`config.mk`:
```
export PLATFORM = sky130hd
export DESIGN_NAME = rwts_width_select
export DESIGN_NICKNAME = d
export VERILOG_FILES = /design/src/design/rwts_pkg.sv /design/src/design/rwts_width_select.sv /design/src/design/rwts_crc16.sv /design/src/design/rwts_decode.sv
export VERILOG_INCLUDE_DIRS = /design/src /design/src/design
export SDC_FILE = /design/constraint.sdc
export NUM_CORES = 1
export LEC_CHECK = 0
export BUFFER_PORTS_ARGS = -buffer_cell sky130_fd_sc_hd__buf_2
export CAP_MARGIN = 20
export CORE_MARGIN = 4
export CORE_UTILIZATION = 45
export CTS_CLUSTER_SIZE = 40
export DETAILED_ROUTE_END_ITERATION = 16
export PLACE_DENSITY = 0.69
export SETUP_SLACK_MARGIN = 0.2
export SKIP_LAST_GASP = 1
export SLEW_MARGIN = 20
export SYNTH_ARGS = -nofsm -noshare
export SYNTH_HDL_FRONTEND = slang
export SYNTH_HIERARCHICAL = 1
export SYNTH_SLANG_ARGS = --single-unit
```
`constraint.sdc`:
```
create_clock -name clk -period 7.8 [get_ports clk]
set_input_delay 1.17 -clock clk [delete_from_list [all_inputs] [get_ports clk]]
set_output_delay 1.17 -clock clk [all_outputs]
set_load 0.01 [all_outputs]
```
`src/design/rwts_defs.svh`:
```
// constants for the register width and type select decoder
// assumes a single 125 MHz system clock and a host framer around it
`ifndef RWTS_DEFS_SVH
`define RWTS_DEFS_SVH
`define RWTS_TYPE_HI      15
`define RWTS_TYPE_LO      14
`define RWTS_INDEX_MSB    13
`define RWTS_EXC_FC_BIT   7
`define RWTS_EXC_NONE     8'h00
`define RWTS_EXC_FUNC     8'h01
`define RWTS_EXC_RANGE    8'h02
`define RWTS_FC_READ      8'h03
`define RWTS_FC_WRSINGLE  8'h06
`define RWTS_FC_WRMULTI   8'h10
`define RWTS_FC_RDWR      8'h17
`define RWTS_CRC_POLY     16'hA001
`define RWTS_CRC_INIT     16'hFFFF
`define RWTS_MAX_REGS     16'h0010
`define RWTS_NUM_PARAMS   14'h0BB8
`define RWTS_FLOAT_OK     1'b1
`endif

```
`src/design/rwts_pkg.sv`:
```
// types for the register width and type select decoder
// assumes rwts_defs.svh for numeric constants
package rwts_pkg;
  typedef enum logic [1:0] {
    RWTS_INT16   = 2'h0,
    RWTS_INT32   = 2'h1,
    RWTS_FLOAT32 = 2'h2,
    RWTS_RSVD    = 2'h3
  } rwts_type_t;

  typedef enum logic [4:0] {
    RWTS_IDLE  = 5'h01,
    RWTS_READ  = 5'h02,
    RWTS_WRITE = 5'h04,
    RWTS_DONE  = 5'h08,
    RWTS_ERR   = 5'h10
  } rwts_state_t;
endpackage : rwts_pkg

```
`src/design/rwts_width_select.sv`:
```
// register width and type select engine for a serial slave
// assumes a framer presents decoded requests and pushes write words;
// the parameter store answers reads combinationally from paramAddr; data is sampled on every read step, paramRdEn rises only on narrow or high-word steps
`timescale 1ns/1ns
`include "rwts_defs.svh"
module rwts_width_select
  import rwts_pkg::*;
(
  input  wire logic        clk,
  input  wire logic        sys_rst,
  input  wire logic        reqValid,
  input  wire logic [7:0]  reqFunc,
  input  wire logic [15:0] reqAddr,
  input  wire logic [15:0] reqCount,
  input  wire logic        wrWordValid,
  input  wire logic [15:0] wrWord,
  input  wire logic [31:0] paramRdData,
  input  wire logic        paramIs32,
  input  wire logic signed [31:0] paramMin,
  input  wire logic signed [31:0] paramMax,
  output logic             reqReady,
  output logic             paramRdEn,
  output logic             paramWrEn,
  output logic      [13:0] paramAddr,
  output logic      [31:0] paramWrData,
  output logic             rdWordValid,
  output logic      [15:0] rdWord,
  output logic             wrRejected,
  output logic             excValid,
  output logic      [7:0]  excFunc,
  output logic      [7:0]  excCode,
  output logic             doneValid,
  output logic      [15:0] doneCount,
  output logic      [15:0] crcValue
);
  rwts_state_t state_reg;
  rwts_type_t  decType;
  rwts_type_t  blkType_reg;
  logic [13:0] decIndex;
  logic        decWide;
  logic [7:0]  decExc;
  logic [15:0] left_reg;
  logic        half_reg;
  logic [15:0] hiWord_reg;
  logic [31:0] wideValue;
  logic [15:0] wrCnt_reg;
  logic        blkWide;
  logic        inRange;
  logic        rdStep;
  logic        wrStep;
  logic        funcKnown;

  rwts_decode u_decode (
    .startAddr  (reqAddr),
    .regCount   (reqCount),
    .funcCode   (reqFunc),
    .selType    (decType),
    .paramIndex (decIndex),
    .isWide     (decWide),
    .excCode    (decExc)
  );

  rwts_crc16 u_crc (
    .clk          (clk),
    .sys_rst      (sys_rst),
    .crcClear     (reqValid && reqReady),
    .crcByteValid (rdWordValid),
    .crcByte      (rdWord[7:0]),
    .crcValue     (crcValue)
  );

  assign blkWide   = (blkType_reg == RWTS_INT32) || (blkType_reg == RWTS_FLOAT32);
  assign wideValue = {hiWord_reg, wrWord};
  assign inRange   = paramIs32 || (($signed(wideValue) >= paramMin)
                     && ($signed(wideValue) <= paramMax));
  assign rdStep    = (state_reg == RWTS_READ) && (left_reg != 16'h0000);
  assign wrStep    = (state_reg == RWTS_WRITE) && wrWordValid && (left_reg != 16'h0000);
  assign funcKnown = reqFunc inside {`RWTS_FC_READ, `RWTS_FC_WRSINGLE, `RWTS_FC_WRMULTI,
                                     `RWTS_FC_RDWR};

  // block state
  always_ff @(posedge clk or posedge sys_rst)
  begin
    if (sys_rst)
    begin
      state_reg   <= RWTS_IDLE;
      blkType_reg <= RWTS_INT16;
      left_reg    <= 16'h0000;
      reqReady    <= 1'b1;
    end
    else
    begin
      case (state_reg)
        RWTS_IDLE:
        begin
          if (reqValid)
          begin
            blkType_reg <= decType;
            left_reg    <= reqCount;
            reqReady    <= 1'b0;
            if (decExc != `RWTS_EXC_NONE)
              state_reg <= RWTS_ERR;
            else if (reqFunc == `RWTS_FC_READ)
              state_reg <= RWTS_READ;
            else
              state_reg <= RWTS_WRITE;
          end
        end
        RWTS_READ:
        begin
          if (left_reg == 16'h0000)
            state_reg <= RWTS_DONE;
          else
            left_reg <= left_reg - 16'h0001;
        end
        RWTS_WRITE:
        begin
          if (left_reg == 16'h0000)
            state_reg <= RWTS_DONE;
          else if (wrStep && blkWide && half_reg && !inRange)
            state_reg <= RWTS_DONE;
          else if (wrStep)
            left_reg <= left_reg - 16'h0001;
        end
        RWTS_DONE, RWTS_ERR:
        begin
          state_reg <= RWTS_IDLE;
          reqReady  <= 1'b1;
        end
        default:
        begin
          state_reg <= RWTS_IDLE;
          reqReady  <= 1'b1;
        end
      endcase
    end
  end

  // word half and parameter pointer
  always_ff @(posedge clk or posedge sys_rst)
  begin
    if (sys_rst)
    begin
      half_reg   <= 1'b0;
      paramAddr  <= 14'h0000;
      hiWord_reg <= 16'h0000;
    end
    else if (state_reg == RWTS_IDLE && reqValid)
    begin
      half_reg  <= 1'b0;
      paramAddr <= decIndex;
    end
    else if (rdStep || wrStep)
    begin
      if (!blkWide)
        paramAddr <= paramAddr + 14'h0001;
      else
      begin
        half_reg <= !half_reg;
        if (half_reg)
          paramAddr <= paramAddr + 14'h0001;
        else if (wrStep)
          hiWord_reg <= wrWord;
      end
    end
  end

  // read data shaping
  always_ff @(posedge clk or posedge sys_rst)
  begin
    if (sys_rst)
    begin
      rdWordValid <= 1'b0;
      rdWord      <= 16'h0000;
    end
    else
    begin
      rdWordValid <= rdStep;
      if (rdStep && !blkWide)
        rdWord <= paramRdData[15:0];
      else if (rdStep && !half_reg)
        rdWord <= paramIs32 ? paramRdData[31:16] : {16{paramRdData[15]}};
      else if (rdStep)
        rdWord <= paramRdData[15:0];
    end
  end

  // parameter store strobes
  always_ff @(posedge clk or posedge sys_rst)
  begin
    if (sys_rst)
    begin
      paramRdEn   <= 1'b0;
      paramWrEn   <= 1'b0;
      paramWrData <= 32'h0000_0000;
      wrRejected  <= 1'b0;
      wrCnt_reg   <= 16'h0000;
    end
    else
    begin
      paramRdEn  <= 1'b0;
      paramWrEn  <= 1'b0;
      wrRejected <= 1'b0;
      if (state_reg == RWTS_IDLE)
        wrCnt_reg <= 16'h0000;
      if (rdStep && (!blkWide || !half_reg))
        paramRdEn <= 1'b1;
      if (wrStep && !blkWide)
      begin
        paramWrEn   <= 1'b1;
        paramWrData <= {{16{wrWord[15]}}, wrWord};
        wrCnt_reg   <= wrCnt_reg + 16'h0001;
      end
      else if (wrStep && half_reg && inRange)
      begin
        paramWrEn   <= 1'b1;
        paramWrData <= wideValue;
        wrCnt_reg   <= wrCnt_reg + 16'h0002;
      end
      else if (wrStep && half_reg)
        wrRejected <= 1'b1;
    end
  end

  // completion and exception answer
  always_ff @(posedge clk or posedge sys_rst)
  begin
    if (sys_rst)
    begin
      excValid  <= 1'b0;
      excFunc   <= 8'h00;
      excCode   <= `RWTS_EXC_NONE;
      doneValid <= 1'b0;
      doneCount <= 16'h0000;
    end
    else
    begin
      excValid  <= 1'b0;
      doneValid <= 1'b0;
      if (state_reg == RWTS_IDLE && reqValid && decExc != `RWTS_EXC_NONE)
      begin
        excValid <= 1'b1;
        excFunc  <= reqFunc | (8'h01 << `RWTS_EXC_FC_BIT);
        excCode  <= decExc;
      end
      if (state_reg == RWTS_DONE)
      begin
        doneValid <= 1'b1;
        doneCount <= wrCnt_reg;
      end
    end
  end

  chk_exc_odd_wide: assert property (@(posedge clk) disable iff (sys_rst)
    (state_reg == RWTS_IDLE && reqValid && funcKnown && decWide && reqCount[0])
    |=> excValid && excCode == `RWTS_EXC_RANGE) else $error("odd wide count accepted");
  chk_exc_reserved: assert property (@(posedge clk) disable iff (sys_rst)
    (state_reg == RWTS_IDLE && reqValid && funcKnown && reqAddr[15:14] == 2'b11)
    |=> excValid && excCode == `RWTS_EXC_RANGE) else $error("reserved type accepted");
  chk_exc_func_bit: assert property (@(posedge clk) disable iff (sys_rst)
    excValid |-> excFunc[7]) else $error("exception function bit clear");
  chk_exc_no_access: assert property (@(posedge clk) disable iff (sys_rst)
    excValid |-> ##1 (!paramRdEn && !paramWrEn) [*2]) else $error("access after exception");
  chk_narrow_write: assert property (@(posedge clk) disable iff (sys_rst)
    (wrStep && !blkWide) |=> paramWrEn && paramWrData == {{16{$past(wrWord[15])}},
    $past(wrWord)}) else $error("narrow write not sign extended");
  chk_wide_range: assert property (@(posedge clk) disable iff (sys_rst)
    (wrStep && blkWide && half_reg && !inRange) |=> !paramWrEn && wrRejected)
    else $error("out of range write accepted");
  chk_low_word: assert property (@(posedge clk) disable iff (sys_rst)
    (rdStep && !blkWide) |=> rdWordValid && rdWord == $past(paramRdData[15:0]))
    else $error("narrow read not low word");
  chk_sign_ext: assert property (@(posedge clk) disable iff (sys_rst)
    (rdStep && blkWide && !half_reg && !paramIs32) |=> rdWord == {16{$past(paramRdData[15])}})
    else $error("wide read not sign extended");
  chk_type_held: assert property (@(posedge clk) disable iff (sys_rst)
    (state_reg == RWTS_READ) |=> $stable(blkType_reg)) else $error("type changed in block");
  chk_wide_pair: assert property (@(posedge clk) disable iff (sys_rst)
    (rdStep && blkWide && !half_reg) |=> $stable(paramAddr)) else $error("pair split");
  chk_wide_hi_word: assert property (@(posedge clk) disable iff (sys_rst)
    (rdStep && blkWide && !half_reg && paramIs32) |=> rdWord == $past(paramRdData[31:16]))
    else $error("wide read high word wrong");
  chk_wide_lo_word: assert property (@(posedge clk) disable iff (sys_rst)
    (rdStep && blkWide && half_reg) |=> rdWord == $past(paramRdData[15:0]))
    else $error("wide read low word wrong");
  chk_wide_wr_data: assert property (@(posedge clk) disable iff (sys_rst)
    (wrStep && blkWide && half_reg && inRange) |=> paramWrEn
    && paramWrData == {$past(hiWord_reg), $past(wrWord)}) else $error("wide write data wrong");
  chk_half_no_write: assert property (@(posedge clk) disable iff (sys_rst)
    (wrStep && blkWide && !half_reg) |=> !paramWrEn)
    else $error("write issued after first word");
  chk_narrow_advance: assert property (@(posedge clk) disable iff (sys_rst)
    (rdStep && !blkWide) |=> paramAddr == $past(paramAddr) + 14'h0001)
    else $error("narrow read pointer not advanced");
  chk_func_reject: assert property (@(posedge clk) disable iff (sys_rst)
    (state_reg == RWTS_IDLE && reqValid && !funcKnown)
    |=> excValid && excCode == `RWTS_EXC_FUNC) else $error("unknown function accepted");
  chk_count_limit: assert property (@(posedge clk) disable iff (sys_rst)
    (state_reg == RWTS_IDLE && reqValid && funcKnown && reqCount > `RWTS_MAX_REGS)
    |=> excValid && excCode == `RWTS_EXC_RANGE) else $error("too many registers accepted");
  chk_single_narrow: assert property (@(posedge clk) disable iff (sys_rst)
    (state_reg == RWTS_IDLE && reqValid && reqFunc == `RWTS_FC_WRSINGLE && decWide)
    |=> excValid && excCode == `RWTS_EXC_RANGE) else $error("wide single write accepted");
  chk_exc_func_echo: assert property (@(posedge clk) disable iff (sys_rst)
    excValid |-> excFunc[6:0] == $past(reqFunc[6:0]))
    else $error("exception function not echoed");
endmodule : rwts_width_select

```
`src/design/rwts_crc16.sv`:
```
// byte-wide frame check generator
// assumes bytes are presented one per enable pulse
`timescale 1ns/1ns
`include "rwts_defs.svh"
module rwts_crc16
  import rwts_pkg::*;
(
  input  wire logic        clk,
  input  wire logic        sys_rst,
  input  wire logic        crcClear,
  input  wire logic        crcByteValid,
  input  wire logic [7:0]  crcByte,
  output logic      [15:0] crcValue
);
  logic [15:0] crcNext;

  always_comb
  begin
    crcNext = crcValue ^ {8'h00, crcByte};
    for (int i = 0; i < 8; i++)
    begin
      crcNext = crcNext[0] ? ((crcNext >> 1) ^ `RWTS_CRC_POLY) : (crcNext >> 1);
    end
  end

  always_ff @(posedge clk or posedge sys_rst)
  begin
    if (sys_rst)
      crcValue <= `RWTS_CRC_INIT;
    else if (crcClear)
      crcValue <= `RWTS_CRC_INIT;
    else if (crcByteValid)
      crcValue <= crcNext;
  end

  chk_crc_clear_init: assert property (@(posedge clk) disable iff (sys_rst)
    crcClear |=> crcValue == `RWTS_CRC_INIT) else $error("crc not reset");
endmodule : rwts_crc16

```
`src/design/rwts_decode.sv`:
```
// address split and request checks for a block access
// assumes the start address and count are stable while reqValid
`timescale 1ns/1ns
`include "rwts_defs.svh"
module rwts_decode
  import rwts_pkg::*;
(
  input  wire logic [15:0] startAddr,
  input  wire logic [15:0] regCount,
  input  wire logic [7:0]  funcCode,
  output rwts_type_t       selType,
  output logic      [13:0] paramIndex,
  output logic             isWide,
  output logic      [7:0]  excCode
);
  logic [15:0] paramSpan;
  logic        multiSvc;

  assign selType    = rwts_type_t'(startAddr[`RWTS_TYPE_HI:`RWTS_TYPE_LO]);
  assign paramIndex = startAddr[`RWTS_INDEX_MSB:0];
  assign isWide     = (selType == RWTS_INT32) || (selType == RWTS_FLOAT32);
  assign paramSpan  = isWide ? {1'b0, regCount[15:1]} : regCount;
  assign multiSvc   = (funcCode == `RWTS_FC_READ) || (funcCode == `RWTS_FC_WRMULTI)
                      || (funcCode == `RWTS_FC_RDWR);

  always_comb
  begin
    excCode = `RWTS_EXC_NONE;
    if (!multiSvc && funcCode != `RWTS_FC_WRSINGLE)
      excCode = `RWTS_EXC_FUNC;
    else if (selType == RWTS_RSVD)
      excCode = `RWTS_EXC_RANGE;
    else if (selType == RWTS_FLOAT32 && !`RWTS_FLOAT_OK)
      excCode = `RWTS_EXC_RANGE;
    else if (isWide && !multiSvc)
      excCode = `RWTS_EXC_RANGE;
    else if (isWide && regCount[0])
      excCode = `RWTS_EXC_RANGE;
    else if (regCount == 16'h0000 || regCount > `RWTS_MAX_REGS)
      excCode = `RWTS_EXC_RANGE;
    else if ({2'b00, paramIndex} + paramSpan > {2'b00, `RWTS_NUM_PARAMS})
      excCode = `RWTS_EXC_RANGE;
  end
endmodule : rwts_decode

```
==> results.txt <==
The flow ran to the end, and the final reports show no timing, DRC or antenna violations. Setup repair after global routing left no endpoint under its margin. The met3 demand-to-capacity share in global routing came out at 5.24%.

The weighted congestion reported at the end of routability-driven placement came out at 0.861. The remaining number of nets flagged by the antenna check after routing came out at 0. The most instantiated flip-flop cell in the synthesis netlist is sky130_fd_sc_hd__dfrtp_1. The run gives 9,507 as the number of global-route vias before repair. After the last flow step, the layout net total stands at 1,716. The cell type with the largest total area after synthesis is sky130_fd_sc_hd__dfrtp_1.

The met1 track demand over resource was 30.0%. Type of element capturing the critical path: a flip-flop. The register with the most flip-flops in the final layout is paramWrData. By area, the combinational part of the netlist is dominated by simple AND/OR/NAND/NOR gates. Measured against the total synthesized area, the mux share comes to 5.23%. Summing the areas of all xor and xnor instances in the mapped netlist gives 4.01% of the synthesized area. The synthesized netlist devotes 17.1% of its cell area to compound gates.

Across every metal layer, demand over resource in global routing totals 22.6%. The average footprint of a synthesized cell is 8.91 um2, and the global routing usage on met2 is 36.9%. Minimum period implied by the final worst setup slack: 5570 ps. In this run, post-CTS hold repair placed 0 buffers. The tools report the initial antenna violation count as 5. The placement row count came out at 57.

Sequential elements use 39.4% of the synthesized area. For the highest clock frequency the design can meet, the log shows 180 MHz. Source of the worst hold timing path: doneCount[14].

Of all nets on the critical path, the largest fanout is 18. The number of fillers in the final layout came out at 2,294. The run gives 0 as the DRC violations left. After global routing, the most crowded layer is met2. Final-report max-slew violation count: 0. Headroom to the max-slew limit came out at 35.8%. The die span in y came out at 165 um. The count of final hold-check violations came out at 0. From synthesis to final layout, the design area changed by 18.6%.

In this run the static leakage power is 0.00668 uW. The signal on the critical path passes through buf_2, ha_1, mux2_2, ha_1, fa_1, a211oi_2, nor3_2, a211oi_2, o31a_2, mux2i_1, nor4_2, a31oi_1, nor4_1, nand2_1, nand2_1, clkinv_1, nand2_1, nand2_1. The count of cell types in the netlist is 84. CTS built an H-tree with a depth of 4. After synthesis the netlist holds a flip-flop and latch count of 173. For this design the ratio of total power to cell area is 176 nW/um2.

The number of flip-flops under the largest register name was 32. STA puts the critical path data required time at 8120 ps. The first global-routing pass estimated 48.8 mm of wire. Across all register-to-register paths, the minimum setup slack is 3190 ps. Along the worst hold path, the cell count comes to 2.

The critical path starts at reqAddr[14]. The cell area that synthesis handed to floorplanning was 11,000 um2. The worst hold margin was 469 ps. Summed over all failing endpoints, the final setup total negative slack is 0 ps. The worst hold path belongs to the class reg -> reg. The clock network latency to the later pin of the worst-skew pair came out at 430 ps. Using the TritonRoute via totals, the vias-per-cell ratio works out to 5.44. The number of enable-type register cells in the synthesized netlist is 0.

The die covers 27,100 um2. By instance count, the cell type seen most on the critical path is sky130_fd_sc_hd__nand2_1. The tools report the CTS buffer count as 17.

The final critical path takes up 71.4% of the cycle. The tool flagged a number of max-cap violations equal to 0. In the final routed layout, each cell accounts on average for 17.2 um. The post-synthesis async set-or-reset flop share was 100%; the sequential cell area was 4350 um2. For this design the top-level I/O count stands at 274.

VDD sags by at most 114 uV. For this run, the number of Yosys warnings is 6. In this run the critical register-to-register path is captured at wrCnt_reg[15]. Type of the worst setup path: in -> reg.

Worst hold path endpoint: doneCount[14]. Entering global routing, the biggest net connects 83 pins. For the arrival time at the worst endpoint, the log shows 5890 ps. The tree is rooted in a sky130_fd_sc_hd__clkbuf_16. The routed layout has 9,857 vias. Summing the areas of all fa, ha and maj instances in the mapped netlist gives 9.93% of the synthesized area. Counting cells, the worst reg-to-reg path comes to 11.

Largest stage delay on the critical path: 720 ps. The cell count after synthesis came out at 1,238. The tools report the startpoint of the worst register-to-register path as hiWord_reg[15]. Summed over all layers, the global routing overflow is 0. The clock net sink count is 173.

Counting along the longest clock path gives a buffer depth of 2. The core region area is 24,200 um2. Post-CTS repair changed the size of 0 cells.

The area taken by multi-input logic gates is 6000 um2, and the fraction of final layout cells with drive strength greater than 1 is 25.9%. TritonCTS built the clock tree. The kind of start point of the critical path was a primary input.

Summing the areas of all and, or, nand and nor instances in the mapped netlist gives 17.8% of the synthesized area. The clock skew was 13.7 ps; the slew at the pin closest to its max-slew limit was 963 ps. For the initial DRC count, the log shows 696. The tools report the placed wire-length estimate after detailed placement as 23.6 mm. By area the synthesized netlist is led by sky130_fd_sc_hd__dfrtp_1 (35%), sky130_fd_sc_hd__ha_1 (9.8%), sky130_fd_sc_hd__nand2_1 (6.4%), sky130_fd_sc_hd__a21oi_1 (4.9%), sky130_fd_sc_hd__dfstp_2 (4.3%). The horizontal die dimension is 165 um.

During placement, the flow inserted port buffers numbering 273. Among all stages on the critical path, the largest delay is contributed by sky130_fd_sc_hd__ha_1. The number of optimization iterations in the first detailed-route pass was 5; the power after layout was 2310 uW. The total wire length after detailed routing came out at 31.2 mm. The library cell with the highest instance count after synthesis is sky130_fd_sc_hd__nand2_1. By count the netlist is led by sky130_fd_sc_hd__nand2_1 (187), sky130_fd_sc_hd__dfrtp_1 (155), sky130_fd_sc_hd__a21oi_1 (108). The starting density of the core is 45.5%, and the setup-violating endpoint count in the final report is 0. Post-CTS timing repair inserted 0 buffers for setup. The share of Yosys cell area claimed by the top area cell type was 35.2%.

Clock-pin slew was measured on the worst setup and hold paths at 70 ps.
routing by layer:
layer | part of all wire [%] | vias up
li1 | - | 4808
met3 | 7.0 | 49
met2 | 47 | 310
met5 | 0.10 | -
met1 | 44 | 4684
met4 | 2.1 | 6
power by group:
part / internal (uW) / switching [uW] / total, uW / leakage, uW
Sequential: 953 / 58.8 / 1010 / 0.00218
Clock: 449 / 375 / 824 / 0.000282
Combinational: 191 / 281 / 472 / 0.00421
Total: 1590 / 715 / 2310 / 0.00668
cells in the final DEF (no fill, tap or decap), types with 6 or more instances in the layout:
| master | n |
|---|---|
| sky130_fd_sc_hd__xnor2_1 | 23 |
| sky130_fd_sc_hd__mux2i_1 | 7 |
| sky130_fd_sc_hd__and3_1 | 7 |
| sky130_fd_sc_hd__buf_2 | 273 |
| sky130_fd_sc_hd__a31oi_1 | 7 |
| sky130_fd_sc_hd__a211o_1 | 10 |
| sky130_fd_sc_hd__nand3_1 | 29 |
| sky130_fd_sc_hd__or3_1 | 6 |
| sky130_fd_sc_hd__nor2b_1 | 11 |
| sky130_fd_sc_hd__o22ai_1 | 7 |
| sky130_fd_sc_hd__xor2_1 | 23 |
| sky130_fd_sc_hd__dfstp_2 | 18 |
| sky130_fd_sc_hd__inv_1 | 91 |
| sky130_fd_sc_hd__o2bb2ai_1 | 13 |
| sky130_fd_sc_hd__nor4_1 | 14 |
| sky130_fd_sc_hd__a211oi_1 | 6 |
| sky130_fd_sc_hd__mux2_1 | 16 |
| sky130_fd_sc_hd__dfrtp_1 | 155 |
| sky130_fd_sc_hd__nand4_1 | 23 |
| sky130_fd_sc_hd__nor3b_1 | 7 |
| sky130_fd_sc_hd__clkbuf_16 | 18 |
| sky130_fd_sc_hd__ha_1 | 86 |
| sky130_fd_sc_hd__or2_1 | 7 |
| sky130_fd_sc_hd__mux2_2 | 29 |
| sky130_fd_sc_hd__o21ai_1 | 14 |
| sky130_fd_sc_hd__a21o_1 | 13 |
| sky130_fd_sc_hd__conb_1 | 6 |
| sky130_fd_sc_hd__nand2_1 | 186 |
| sky130_fd_sc_hd__a21oi_1 | 108 |
| sky130_fd_sc_hd__o21ai_0 | 66 |
| sky130_fd_sc_hd__nor3_1 | 24 |
| sky130_fd_sc_hd__nor2_1 | 71 |
worst max path at each step:
stage,endpoint,slack [ps],cells past startpoint
4_1_cts,excFunc[2],2290,18
2_1_floorplan,blkType_reg[0],2400,1
3_3_place_gp,excFunc[2],1930,18
5_1_grt,excFunc[2],1840,18
6_report,excFunc[2],2230,18
3_5_place_dp,excFunc[2],1830,18
layout make-up:
| type | instances | area share [%] |
|---|---|---|
| Timing Repair Buffer | 278 | 10.7 |
| Sequential cell | 173 | 33.3 |
| Multi-Input combinational cell | 908 | 45.9 |
| Clock inverter | 10 | 0.574 |
| Clock buffer | 22 | 3.71 |
| Inverter | 94 | 2.74 |
| Antenna cell | 2 | 0.0382 |
| Tap cell | 324 | 3.10 |
critical path: cells and delay by family:
family	cells	cell delay [ps]
and+or+nand+nor	7	1450
adders and majority gates	3	1350
AOI/OAI and AO/OA	4	930
muxes	2	500
buffers and inverters	2	460
through the flow:
| stage | area [um2] | setup WS [ps] | utilization, % | instances |
|---|---|---|---|---|
| after floorplan | 11100 | 2400 | - | 1243 |
| after global placement | 12500 | 1930 | 51.6 | 1777 |
| after detailed placement | 12500 | 1830 | 51.6 | 1777 |
| after CTS | 13100 | 2290 | 53.9 | 1809 |
| after global routing | 13100 | 1840 | 54.0 | 1811 |
| final | 13100 | 2230 | 54.0 | 1811 |
cell families (layout without fill, tap and decap cells):
logic type,Yosys count,after routing
and+or+nand+nor,416,416
AOI/OAI and AO/OA,299,299
DFF,173,173
buffers and inverters,162,404
adders and majority gates,87,87
muxes,52,52
xor gates and xnor gates,48,48
other,1,8
Note: power is estimated with default switching activity, not from simulation.
